File: src/inc/tmac_pkg.sv
package tmac_pkg;

  // register byte offsets on the AHB-Lite slave
  localparam logic [7:0] CFG_OFS = 8'h00;
  localparam logic [7:0] AUTH_OFS = 8'h04;
  localparam logic [7:0] CMD_OFS = 8'h08;
  localparam logic [7:0] PA_OFS = 8'h0c;
  localparam logic [7:0] PB_OFS = 8'h10;
  localparam logic [7:0] PC_OFS = 8'h14;
  localparam logic [7:0] VALUE_OFS = 8'h18;
  localparam logic [7:0] ACTUAL_OFS = 8'h1c;
  localparam logic [7:0] DATA_OFS = 8'h20;
  localparam logic [7:0] RID0_OFS = 8'h24;
  localparam logic [7:0] STATUS_OFS = 8'h34;
  localparam logic [7:0] ENC0_OFS = 8'h38;

  // configuration register bits
  localparam int CFG_COMMIT_REQ = 0;
  localparam int CFG_EXCL_UNAUTH = 1;
  localparam int CFG_FILE_PRESENT = 2;
  localparam int CFG_PLEDGE_OFF = 3;
  localparam int CFG_PLEDGE_KEY = 4;
  localparam logic [4:0] CFG_RESET = 5'h00;

  // authentication state bits
  localparam int AUTH_ACTIVE = 0;
  localparam int AUTH_PLEDGE_KEY = 1;
  localparam int AUTH_MAC_MODE = 2;
  localparam int AUTH_LIMIT = 3;
  localparam logic [3:0] AUTH_RESET = 4'h0;

  // command register fields
  localparam int CMD_CODE_LSB = 0;
  localparam int CMD_FILE_LSB = 8;
  localparam int CMD_KIND_LSB = 16;

  // command kinds
  localparam logic [3:0] K_START = 4'h0;
  localparam logic [3:0] K_VALUE = 4'h1;
  localparam logic [3:0] K_FETCH = 4'h2;
  localparam logic [3:0] K_APPEND = 4'h3;
  localparam logic [3:0] K_MODIFY = 4'h4;
  localparam logic [3:0] K_ERASE = 4'h5;
  localparam logic [3:0] K_PLEDGE = 4'h6;
  localparam logic [3:0] K_FINISH = 4'h7;
  localparam logic [3:0] K_CANCEL = 4'h8;

  // status register bits
  localparam int ST_BUSY = 0;
  localparam int ST_ONGOING = 1;
  localparam int ST_EMPTY = 2;
  localparam int ST_PLEDGED = 3;
  localparam int ST_REJECT = 4;
  localparam int ST_DATA_OPEN = 5;
  localparam int ST_PLEDGED_AUTH = 6;

  localparam int BLK_BITS = 128;
  localparam int STAGE_BLKS = 3;
  localparam int WORDS_PER_BLK = 4;
  localparam logic [1:0] HTRANS_NONSEQ = 2'b10;

  typedef enum logic [1:0] {S_IDLE, S_KEYS, S_ENC, S_EMIT} seq_e;

endpackage

File: src/hw/transaction_mac_input_builder.sv
// Register access over AHB-Lite and the register addresses were left to the implementer.
module transaction_mac_input_builder (
  // clock and reset
  input wire logic hclk,
  input wire logic hresetn,
  // ahb-lite slave
  input wire logic hsel,
  input wire logic [31:0] haddr,
  input wire logic [1:0] htrans,
  input wire logic hwrite,
  input wire logic [2:0] hsize,
  input wire logic [31:0] hwdata,
  input wire logic hready,
  output logic hreadyout,
  output logic [31:0] hrdata,
  output logic hresp,
  // session key derivation
  output logic key_req,
  input wire logic key_done,
  // aes engine, session encryption key selected
  output logic aes_req,
  output logic [127:0] aes_block,
  input wire logic aes_done,
  input wire logic [127:0] aes_result,
  // cmac engine, session mac key selected
  output logic blk_valid,
  input wire logic blk_ready,
  output logic [127:0] blk_data,
  output logic cmac_final,
  output logic cmac_abort,
  // abort from other events
  input wire logic implicit_abort
);
  import tmac_pkg::*;

  logic dp_q;
  logic dp_wr_q;
  logic [7:0] dp_addr_q;
  logic [31:0] hrdata_q;
  logic [4:0] cfg_q;
  logic [3:0] auth_q;
  logic [23:0] pa_q;
  logic [23:0] pb_q;
  logic [23:0] pc_q;
  logic [31:0] value_q;
  logic [23:0] actual_q;
  logic [127:0] rid_q;
  seq_e state_q;
  logic [BLK_BITS*STAGE_BLKS-1:0] stage_q;
  logic [1:0] nblk_q;
  logic need_enc_q;
  logic [127:0] cur_q;
  logic [127:0] prev_q;
  logic [127:0] enc_q;
  logic pledged_q;
  logic pledged_auth_q;
  logic empty_q;
  logic ongoing_q;
  logic reject_q;
  logic data_open_q;
  logic [95:0] wbuf_q;
  logic [1:0] wcnt_q;
  logic busy;
  logic stall;
  logic cmd_wr;
  logic data_wr;
  logic [3:0] kind;
  logic [7:0] code;
  logic [7:0] file;
  logic [31:0] status;
  logic [31:0] rd_mux;
  logic upd_ok;
  logic upd_skip;
  logic pledge_rej;

  function automatic logic [23:0] le24(input logic [23:0] v);
    return {v[7:0], v[15:8], v[23:16]};
  endfunction

  assign busy = (state_q != S_IDLE);
  // commands and data wait while a block is still in flight to the engines
  assign stall = dp_q && dp_wr_q && busy && (dp_addr_q == CMD_OFS || dp_addr_q == DATA_OFS);
  assign hreadyout = !stall;
  assign hresp = 1'b0;
  assign hrdata = hrdata_q;
  assign cmd_wr = dp_q && dp_wr_q && !busy && dp_addr_q == CMD_OFS;
  assign data_wr = dp_q && dp_wr_q && !busy && dp_addr_q == DATA_OFS;
  assign kind = hwdata[CMD_KIND_LSB +: 4];
  assign code = hwdata[CMD_CODE_LSB +: 8];
  assign file = hwdata[CMD_FILE_LSB +: 8];
  assign blk_valid = (state_q == S_EMIT);
  assign blk_data = stage_q[BLK_BITS*STAGE_BLKS-1 -: BLK_BITS];
  assign aes_block = prev_q;

  // updates happen only inside a transaction and below the counter limit
  assign upd_skip = cfg_q[CFG_EXCL_UNAUTH] && !auth_q[AUTH_ACTIVE];
  assign upd_ok = ongoing_q && !auth_q[AUTH_LIMIT] && !upd_skip;
  assign pledge_rej = !ongoing_q
    || !cfg_q[CFG_FILE_PRESENT] || cfg_q[CFG_PLEDGE_OFF]
    || pledged_q
    || auth_q[AUTH_LIMIT]
    || (cfg_q[CFG_PLEDGE_KEY] && !(auth_q[AUTH_ACTIVE] && auth_q[AUTH_PLEDGE_KEY]))
    || (auth_q[AUTH_ACTIVE] && !auth_q[AUTH_MAC_MODE]);

  assign status = {25'h0, pledged_auth_q, data_open_q, reject_q, pledged_q, empty_q, ongoing_q, busy};

  always_comb begin
    rd_mux = 32'h0;
    unique case (haddr[7:0])
      CFG_OFS: rd_mux = {27'h0, cfg_q};
      AUTH_OFS: rd_mux = {28'h0, auth_q};
      PA_OFS: rd_mux = {8'h0, pa_q};
      PB_OFS: rd_mux = {8'h0, pb_q};
      PC_OFS: rd_mux = {8'h0, pc_q};
      VALUE_OFS: rd_mux = value_q;
      ACTUAL_OFS: rd_mux = {8'h0, actual_q};
      RID0_OFS: rd_mux = rid_q[127:96];
      RID0_OFS + 8'h04: rd_mux = rid_q[95:64];
      RID0_OFS + 8'h08: rd_mux = rid_q[63:32];
      RID0_OFS + 8'h0c: rd_mux = rid_q[31:0];
      STATUS_OFS: rd_mux = status;
      ENC0_OFS: rd_mux = enc_q[127:96];
      ENC0_OFS + 8'h04: rd_mux = enc_q[95:64];
      ENC0_OFS + 8'h08: rd_mux = enc_q[63:32];
      ENC0_OFS + 8'h0c: rd_mux = enc_q[31:0];
      default: rd_mux = 32'h0;
    endcase
  end

  // address phase capture; read data is sampled here so it leaves a flop
  always_ff @(posedge hclk or negedge hresetn) begin
    if (!hresetn) begin
      dp_q <= 1'b0;
      dp_wr_q <= 1'b0;
      dp_addr_q <= 8'h00;
      hrdata_q <= 32'h0;
    end else if (hready) begin
      dp_q <= hsel && htrans == HTRANS_NONSEQ;
      dp_wr_q <= hwrite;
      dp_addr_q <= haddr[7:0];
      if (hsel && htrans == HTRANS_NONSEQ && !hwrite) begin
        hrdata_q <= rd_mux;
      end
    end
  end

  // software-written configuration and parameters
  always_ff @(posedge hclk or negedge hresetn) begin
    if (!hresetn) begin
      cfg_q <= CFG_RESET;
      auth_q <= AUTH_RESET;
      pa_q <= 24'h0;
      pb_q <= 24'h0;
      pc_q <= 24'h0;
      value_q <= 32'h0;
      actual_q <= 24'h0;
      rid_q <= 128'h0;
    end else if (dp_q && dp_wr_q) begin
      unique case (dp_addr_q)
        CFG_OFS: cfg_q <= hwdata[4:0];
        AUTH_OFS: auth_q <= hwdata[3:0];
        PA_OFS: pa_q <= hwdata[23:0];
        PB_OFS: pb_q <= hwdata[23:0];
        PC_OFS: pc_q <= hwdata[23:0];
        VALUE_OFS: value_q <= hwdata;
        ACTUAL_OFS: actual_q <= hwdata[23:0];
        RID0_OFS: rid_q[127:96] <= hwdata;
        RID0_OFS + 8'h04: rid_q[95:64] <= hwdata;
        RID0_OFS + 8'h08: rid_q[63:32] <= hwdata;
        RID0_OFS + 8'h0c: rid_q[31:0] <= hwdata;
        default: ;
      endcase
    end
  end

  // transaction sequencer: builds the padded input and feeds the engines
  always_ff @(posedge hclk or negedge hresetn) begin
    if (!hresetn) begin
      state_q <= S_IDLE;
      stage_q <= '0;
      nblk_q <= 2'd0;
      need_enc_q <= 1'b0;
      cur_q <= 128'h0;
      prev_q <= 128'h0;
      enc_q <= 128'h0;
      pledged_q <= 1'b0;
      pledged_auth_q <= 1'b0;
      empty_q <= 1'b1;
      ongoing_q <= 1'b0;
      reject_q <= 1'b0;
      data_open_q <= 1'b0;
      wbuf_q <= 96'h0;
      wcnt_q <= 2'd0;
      key_req <= 1'b0;
      aes_req <= 1'b0;
      cmac_final <= 1'b0;
      cmac_abort <= 1'b0;
    end else begin
      key_req <= 1'b0;
      aes_req <= 1'b0;
      cmac_final <= 1'b0;
      cmac_abort <= 1'b0;
      if (implicit_abort) begin
        // drop whatever is staged; the engine restarts from an empty input
        state_q <= S_IDLE;
        nblk_q <= 2'd0;
        cmac_abort <= 1'b1;
        ongoing_q <= cfg_q[CFG_FILE_PRESENT];
        empty_q <= 1'b1;
        cur_q <= 128'h0;
        pledged_q <= 1'b0;
        pledged_auth_q <= 1'b0;
        data_open_q <= 1'b0;
        wcnt_q <= 2'd0;
      end else begin
        unique case (state_q)
          S_IDLE: begin
            if (cmd_wr) begin
              reject_q <= 1'b0;
              data_open_q <= 1'b0;
              wcnt_q <= 2'd0;
              need_enc_q <= 1'b0;
              unique case (kind)
                K_VALUE, K_FETCH, K_APPEND, K_MODIFY, K_ERASE: begin
                  if (ongoing_q && auth_q[AUTH_LIMIT]) begin
                    reject_q <= 1'b1;
                  end else if (upd_ok) begin
                    nblk_q <= 2'd1;
                    data_open_q <= (kind == K_FETCH || kind == K_APPEND || kind == K_MODIFY);
                    state_q <= empty_q ? S_KEYS : S_EMIT;
                    key_req <= empty_q;
                    empty_q <= 1'b0;
                    if (kind == K_VALUE) begin
                      stage_q <= {code, file, value_q[7:0], value_q[15:8], value_q[23:16], value_q[31:24],
                                  80'h0, 256'h0};
                    end else if (kind == K_FETCH) begin
                      stage_q <= {code, file, le24(pa_q), le24(pb_q == 24'h0 ? actual_q : pb_q),
                                  64'h0, 256'h0};
                    end else if (kind == K_APPEND) begin
                      stage_q <= {code, file, le24(pa_q), le24(pb_q), 64'h0, 256'h0};
                    end else if (kind == K_MODIFY) begin
                      stage_q <= {code, file, le24(pa_q), le24(pb_q), le24(pc_q), 40'h0, 256'h0};
                    end else begin
                      stage_q <= {code, file, 112'h0, 256'h0};
                    end
                  end
                end
                K_PLEDGE: begin
                  if (pledge_rej) begin
                    reject_q <= 1'b1;
                  end else begin
                    pledged_q <= 1'b1;
                    pledged_auth_q <= auth_q[AUTH_ACTIVE];
                    // an unauthenticated id lives only in the staged input
                    cur_q <= auth_q[AUTH_ACTIVE] ? rid_q : 128'h0;
                    stage_q <= {code, rid_q, 128'h0, 120'h0};
                    nblk_q <= auth_q[AUTH_ACTIVE] ? 2'd3 : 2'd2;
                    need_enc_q <= auth_q[AUTH_ACTIVE];
                    empty_q <= 1'b0;
                    key_req <= empty_q;
                    aes_req <= !empty_q && auth_q[AUTH_ACTIVE];
                    state_q <= empty_q ? S_KEYS : (auth_q[AUTH_ACTIVE] ? S_ENC : S_EMIT);
                  end
                end
                K_FINISH: begin
                  if (ongoing_q && cfg_q[CFG_COMMIT_REQ] && !pledged_q) begin
                    reject_q <= 1'b1;
                  end else begin
                    if (pledged_auth_q) begin
                      prev_q <= cur_q;
                    end
                    cmac_final <= ongoing_q;
                    ongoing_q <= cfg_q[CFG_FILE_PRESENT];
                    empty_q <= 1'b1;
                    cur_q <= 128'h0;
                    pledged_q <= 1'b0;
                    pledged_auth_q <= 1'b0;
                  end
                end
                K_CANCEL: begin
                  cmac_abort <= 1'b1;
                  ongoing_q <= cfg_q[CFG_FILE_PRESENT];
                  empty_q <= 1'b1;
                  cur_q <= 128'h0;
                  pledged_q <= 1'b0;
                  pledged_auth_q <= 1'b0;
                end
                K_START: begin
                  ongoing_q <= cfg_q[CFG_FILE_PRESENT];
                  empty_q <= 1'b1;
                  cur_q <= 128'h0;
                  pledged_q <= 1'b0;
                  pledged_auth_q <= 1'b0;
                end
                default: reject_q <= 1'b1;
              endcase
            end else if (data_wr && data_open_q) begin
              // data is a whole number of blocks, so no tail padding exists
              if (wcnt_q == 2'd3) begin
                stage_q <= {wbuf_q, hwdata, 256'h0};
                nblk_q <= 2'd1;
                state_q <= S_EMIT;
              end else begin
                wbuf_q <= {wbuf_q[63:0], hwdata};
              end
              wcnt_q <= wcnt_q + 2'd1;
            end
          end
          S_KEYS: begin
            if (key_done) begin
              state_q <= need_enc_q ? S_ENC : S_EMIT;
              aes_req <= need_enc_q;
            end
          end
          S_ENC: begin
            if (aes_done) begin
              enc_q <= aes_result;
              stage_q[247:120] <= aes_result;
              state_q <= S_EMIT;
            end
          end
          S_EMIT: begin
            if (blk_ready) begin
              stage_q <= {stage_q[BLK_BITS*(STAGE_BLKS-1)-1:0], 128'h0};
              nblk_q <= nblk_q - 2'd1;
              if (nblk_q == 2'd1) begin
                state_q <= S_IDLE;
              end
            end
          end
        endcase
      end
    end
  end

endmodule

File: config.mk
export PLATFORM = sky130hd
export DESIGN_NAME = transaction_mac_input_builder
export DESIGN_NICKNAME = d
export VERILOG_FILES = /design/src/inc/tmac_pkg.sv /design/src/hw/transaction_mac_input_builder.sv
export SDC_FILE = /design/constraint.sdc
export NUM_CORES = 2
export LEC_CHECK = 0
export BUFFER_PORTS_ARGS = -buffer_cell sky130_fd_sc_hd__buf_2
export CELL_PAD_IN_SITES_DETAIL_PLACEMENT = 0
export CELL_PAD_IN_SITES_GLOBAL_PLACEMENT = 1
export CORE_MARGIN = 3
export CORE_UTILIZATION = 45
export DETAILED_ROUTE_END_ITERATION = 6
export PLACE_DENSITY = 0.84
export SYNTH_ARGS = -nofsm -noshare
export SYNTH_HDL_FRONTEND = slang
export SYNTH_SLANG_ARGS = --single-unit
File: constraint.sdc
create_clock -name hclk -period 3.01 [get_ports hclk]
set_input_delay 0.4515 -clock hclk [delete_from_list [all_inputs] [get_ports hclk]]
set_output_delay 0.4515 -clock hclk [all_outputs]
set_load 0.01 [all_outputs]
== After elaboration in Yosys (flattened, before gate mapping) ==
Cells that the tools add are included.

* Flip-flop bits (word level): 1188
* Logic and storage cells: 301

* Bitwise operators: 4
* Reduce and logical (&&, ||, !) cells: 82
* Add/sub/neg operators: 2
* Multiplexer cells: 115
* Eq/ne operators: 63

{| class="wikitable"
|+ Operator list
! cell !! number
|-
| 2-to-1 mux 384 bit || 7
|-
| 2-to-1 mux 368 bit || 4
|-
| 2-to-1 mux 128 bit || 7
|-
| one-hot mux 128 bit (3 select lines) || 2
|-
| one-hot mux 384 bit (2 select lines) || 1
|-
| one-hot mux 32 bit (16 select lines) || 1
|-
| one-hot mux 136 bit (2 select lines) || 1
|-
| one-hot mux 120 bit (2 select lines) || 1
|-
| == test 8 x 6 -> 1 bit (second input constant) || 12
|-
| == test 8 x 5 -> 1 bit (second input constant) || 8
|-
| 2-to-1 mux 1 bit || 54
|-
| 2-to-1 mux 2 bit || 25
|-
| AND reduction 2 bit || 14
|-
| == test 8 x 4 -> 1 bit (second input constant) || 3
|-
| logical NOT 24 bit || 1
|-
| 2-to-1 mux 24 bit || 1
|-
| != test 3 bit (second input constant) || 8
|-
| != test 4 bit (second input constant) || 5
|-
| AND reduction 10 bit || 2
|-
| logical AND 1 bit || 19
|-
| == test 4 x 3 -> 1 bit (second input constant) || 4
|-
| == test 8 x 3 -> 1 bit (second input constant) || 2
|-
| == test 8 x 7 -> 1 bit (second input constant) || 2
|-
| logical NOT 8 bit || 2
|-
| other kinds (36) || 80
|}

== Logic depth before layout (Yosys ltp) ==
* Depth in word-level cells: 12
* Depth in mapped cells: 13
* Depth with buffers taken out: 8

== Worst setup path before layout ==
Ideal clock, no wire load.

* Path kind: reg2reg
* Start: register state_q[0]
* End: register stage_q[382]
* Data arrival time: 2.275 ns
* Buffers on the path: 3
* Required time: 2.885 ns
* Library setup time: 0.125 ns
* Period minus slack after synthesis: 2.400 ns
* Setup slack: 0.610 ns
* Cell stages (with the launch flop): 11
* Cell sequence: dfrtp_1 > inv_1 > ha_1 > nor2b_1 > and4_1 > buf_2 > clkbuf_1 > clkbuf_1 > mux2i_1 > o21ai_0 > mux2_4

* Cells in the longest elaborated chain, start to end: 7

{| class="wikitable"
|+ Ends and longest elaborated chain
! element !! line !! RTL
|-
| from (decl) || transaction_mac_input_builder.sv:48 || <nowiki>seq_e state_q;</nowiki>
|-
| from (signal assigned) || transaction_mac_input_builder.sv:230 || <nowiki>state_q <= empty_q ? S_KEYS : S_EMIT;</nowiki>
|-
| from (signal assigned) || transaction_mac_input_builder.sv:262 || <nowiki>state_q <= empty_q ? S_KEYS : (auth_q[AUTH_ACTIVE] ? S_ENC : S_EMIT);</nowiki>
|-
| from (signal assigned) || transaction_mac_input_builder.sv:311 || <nowiki>state_q <= need_enc_q ? S_ENC : S_EMIT;</nowiki>
|-
| nonzero test 2 bit || transaction_mac_input_builder.sv:80 || <nowiki>assign busy = (state_q != S_IDLE);</nowiki>
|-
| logical NOT 1 bit || transaction_mac_input_builder.sv:86, transaction_mac_input_builder.sv:87 ||
|-
| logical AND 1 bit || transaction_mac_input_builder.sv:86, transaction_mac_input_builder.sv:87 ||
|-
| logical AND 1 bit || transaction_mac_input_builder.sv:87 || <nowiki>assign data_wr = dp_q && dp_wr_q && !busy && dp_addr_q == DATA_OFS;</nowiki>
|-
| logical AND 1 bit || transaction_mac_input_builder.sv:297 || <nowiki>end else if (data_wr && data_open_q) begin</nowiki>
|-
| != test 3 bit (no line) || - ||
|-
| AND reduction 9 bit (no line) || - ||
|-
| to (signal assigned) || transaction_mac_input_builder.sv:256 || <nowiki>stage_q <= {code, rid_q, 128'h0, 120'h0};</nowiki>
|-
| to (signal assigned) || transaction_mac_input_builder.sv:300 || <nowiki>stage_q <= {wbuf_q, hwdata, 256'h0};</nowiki>
|-
| to (signal assigned) || transaction_mac_input_builder.sv:324 || <nowiki>stage_q <= {stage_q[BLK_BITS*(STAGE_BLKS-1)-1:0], 128'h0};</nowiki>
|-
| to (decl) || transaction_mac_input_builder.sv:49 || <nowiki>logic [BLK_BITS*STAGE_BLKS-1:0] stage_q;</nowiki>
|}

Several ways; a longest one is shown, not always the timed one.
A chain may end at the register's enable or synchronous reset.

== Final worst setup path ==
* Start: register state_q[0]
* End: register stage_q[248]

Same word-level chain as after synthesis.

==> results_dict.tcl <==
set metrics [dict create \
    outcome "finished, final reports clean" \
    hold_start "aes_result[106]" \
    grt.overflow.total 0 \
    hold_path_end "enc_q[106]" \
    slew_headroom_pct 30.4 \
    globalRoute.busiestLayer "met2" \
    slew_viol_final 0 \
    rsz0062_at_grt "false" \
    grt_util_met2_pct 57.8 \
    drt-pass1-iter-count 7 \
    number_of_global_route_vias_before_repair 38200 \
    post-route-util_pct 56.2 \
    standard_cell_rows 118 \
    placement.io_buffers 472 \
    setup_ws_ps 20.3 \
    floorplan.core_area_mm2 0.105 \
    powerDensity_mw_per_mm2 669 \
    fp.dieArea_mm2 0.110 \
    timing.final.crit_period_ps 2990 \
    critPathMaxFanout 63 \
    worst_r2r_startpoint "state_q[0]" \
    drv_cap 0 \
    placed_area_mm2 0.0539 \
    yosys.area.top_type "sky130_fd_sc_hd__dfrtp_1" \
    final.period_utilization_pct 99.3 \
    groute.layer.met1.usage_pct 54.0 \
    synth-simple-area-share_pct 7.69 \
    min_path_type "primary input to flop" \
    power_leakage_uw 0.0276 \
    fin_skew_ps 47.8 \
    clock_sink_count 1068 \
    tritoncts "yes" \
    worst_setup_ep_type "flop" \
    max_freq_ghz 0.334 \
    antenna_found_initial 40 \
    place_inst 5924 \
    number_of_enable_type_register_cells_in_the_synthesized_netlist 0 \
    globalRouteMet3Util_pct 11.2 \
    reg2reg_to "stage_q[248]" \
    fraction_of_final_layout_cells_sized_beyond_drive_strength_1_pct 38.1 \
    design_area_mm2 0.0587 \
    clock_latency_ps 730 \
    die_x_um 332 \
    worstRegToRegCells 10 \
    maximum_count_of_clock_buffers_along_a_single_path 3 \
    fraction_of_the_yosys_area_taken_by_sequential_cells_pct 55.9 \
    n_fill_cell 8888 \
    hpwlAfterDp_um 168000 \
    synthArstFlopShare_pct 100 \
    tightest_slew_ps 1040 \
    compound_cell_area_share_of_the_yosys_netlist_pct 13.5 \
    dominant_combinational_cell_family_by_area_after_synthesis "multiplexers" \
    grt_first_pass_wirelength_um 306000 \
    drt-total-wl_um 222000 \
    io_count 501 \
    via_per_inst 6.32 \
    path_clk_slew_ps 70 \
    final-instance-count-excl-fill 6248 \
    synth_area_mm2 0.0478 \
    min_delay_path_depth 2 \
    layout_common_cells "1067 x sky130_fd_sc_hd__dfrtp_1, 685 x sky130_fd_sc_hd__mux2_2, 487 x sky130_fd_sc_hd__nand2_1" \
    die_h_um 332 \
    cts_root_buffer "sky130_fd_sc_hd__clkbuf_16" \
    layout_commonest_cell "sky130_fd_sc_hd__dfrtp_1" \
    worst_setup_path_start_kind "flop" \
    timing.critical_path.required_ps 3590 \
    yosys.cell_types.count 79 \
    critPathArrivalTime_ps 3570 \
    track_usage_pct 39.6 \
    layout.nets 4979 \
    ys.flop_type "sky130_fd_sc_hd__dfrtp_1" \
    pin_count_of_the_biggest_net_entering_global_routing 101 \
    setup-tns-final_ps 0 \
    flow.area_growth_from_synthesis_pct 22.8 \
    count_of_final_setup_violators 0 \
    netlist_instances 4099 \
    worstSetupPathType "flop to flop" \
    netlist_top_cells_area "sky130_fd_sc_hd__dfrtp_1 56%, sky130_fd_sc_hd__mux2_2 16%, sky130_fd_sc_hd__nand2_1 3.8%" \
    report.final.hold_viol_count 0 \
    synth-seq-cells 1068 \
    via_count 39500 \
    post_cts_buffers 0 \
    post-route-drc-count 0 \
    syn_nets 4312 \
    synth_top_area_share_pct 55.8 \
    floorplan.initialDensity_pct 45.8 \
    syn_avg_cell_area_um2 11.7 \
    htree_levels 3 \
    synth_fa_ha_area_share_pct 0.183 \
    synthXorXnorAreaFrac_pct 0.0183 \
    synth.area.mux_share_pct 17.6 \
    cts_buffers 110 \
    detailedRoute.firstIterationViolations 5081 \
    ir_drop_uv 577 \
    avgRoutedWirePerCell_um 35.6 \
    rrSetupSlack_ps 20 \
    placement.setup.worst_slack_ps -174 \
    gpl.final_weighted_congestion 1.08 \
    ant_nets 0 \
    synth-warning-count 0 \
]
repair_timing:
action                                  4_1_cts  5_1_grt
hold buffers                                110        0
cloned                                        0        0
endpoints found under the setup margin        1       61
endpoints found under the hold margin       218        0
gates resized for setup                       2        6
critical path: stages (launching register included):
cell	delay, ps
sky130_fd_sc_hd__dfrtp_1	390
sky130_fd_sc_hd__inv_1	160
sky130_fd_sc_hd__ha_1	250
sky130_fd_sc_hd__nor2b_1	190
sky130_fd_sc_hd__nand4_1	230
sky130_fd_sc_hd__buf_12	270
sky130_fd_sc_hd__nor3_2	370
sky130_fd_sc_hd__buf_12	220
sky130_fd_sc_hd__a22oi_1	80
sky130_fd_sc_hd__buf_4	180
sky130_fd_sc_hd__o21ai_0	390
cell usage after synthesis (8+ instances only):
library cell,count
sky130_fd_sc_hd__nor3_1,44
sky130_fd_sc_hd__a31oi_1,11
sky130_fd_sc_hd__a311oi_1,10
sky130_fd_sc_hd__o21ai_1,11
sky130_fd_sc_hd__o21ai_0,342
sky130_fd_sc_hd__mux2_4,16
sky130_fd_sc_hd__nor2_1,102
sky130_fd_sc_hd__a211oi_1,20
sky130_fd_sc_hd__a21o_1,16
sky130_fd_sc_hd__mux2i_1,32
sky130_fd_sc_hd__o221ai_1,16
sky130_fd_sc_hd__buf_6,9
sky130_fd_sc_hd__inv_1,17
sky130_fd_sc_hd__nor2b_1,10
sky130_fd_sc_hd__dfrtp_1,1067
sky130_fd_sc_hd__o32a_1,9
sky130_fd_sc_hd__and3_1,57
sky130_fd_sc_hd__buf_4,129
sky130_fd_sc_hd__buf_1,36
sky130_fd_sc_hd__nor4_1,13
sky130_fd_sc_hd__a21oi_1,164
sky130_fd_sc_hd__o22ai_1,20
sky130_fd_sc_hd__nand3_1,29
sky130_fd_sc_hd__a32oi_1,8
sky130_fd_sc_hd__a22oi_1,97
sky130_fd_sc_hd__nand2_1,490
sky130_fd_sc_hd__buf_2,58
sky130_fd_sc_hd__a22o_1,143
sky130_fd_sc_hd__mux2_2,685
sky130_fd_sc_hd__a222oi_1,8
sky130_fd_sc_hd__clkbuf_1,234
sky130_fd_sc_hd__a221oi_1,68
metrics by stage:
| stage | power [uW] | hold slack (ps) |
|---|---|---|
| floorplan | 21800 | 156 |
| global placement | 24800 | 456 |
| detailed placement | 25000 | 460 |
| CTS | 39200 | 0.109 |
| global route | 40600 | 16.2 |
| finish | 39300 | 22.8 |
worst max-delay path by stage:
stage,from,endpoint,slack (ps),depth (start not counted)
2_1_floorplan,state_q[0],stage_q[382],610,10
5_1_grt,state_q[0],stage_q[340],20,9
6_report,state_q[0],stage_q[248],20,10
4_1_cts,dp_addr_q[7],hreadyout,20,5
3_5_place_dp,haddr[3],hrdata[17],-170,10
3_3_place_gp,haddr[2],hrdata[17],-230,8
sequential cells by signal, indices dropped and copies added, names as in the netlist, 2 cells and up:
register	cells
rid_q	128
pc_q	24
pb_q	24
state_q	2
aes_block	128
cfg_q	5
auth_q	4
nblk_q	2
value_q	32
enc_q	128
wcnt_q	2
actual_q	24
stage_q	264
cur_q	128
pa_q	24
dp_addr_q	8
wbuf_q	96
hrdata	32
cell families (layout without fill, tap and decap cells):
logic type	Yosys count	in the layout
other cells	1	18
fa+ha+maj	7	7
flops	1068	1068
simple gates	815	815
buf+inv	484	1236
xor+xnor	1	1
compound gates	983	983
mux	740	740
where the power goes:
part,switching (uW),internal [uW],leakage [uW]
registers,2440,16600,0.0140
clock network,6090,8040,0.00181
logic,3470,2620,0.0118
layer usage:
layer,wire [um],up-vias,part of all wire (%)
li1,-,16100,-
met1,89800,20300,40
met2,95300,2517,43
met3,24200,514,11
met4,12800,22,5.8
met5,139,-,0.063
final cells by class:
type                    count  area [um2]  area share [%]
flip-flops and latches   1068       26700            45.5
inverters                  18        67.6           0.115
clock inverters            51         653            1.11
repair buffers           1021        7610            13.0
clock buffers             146        3060            5.21
multi-input cells        2547       18900            32.1
diodes                     17        42.5          0.0724
well taps                1380        1730            2.94
No activity file was read; power rests on OpenSTA's default activity.
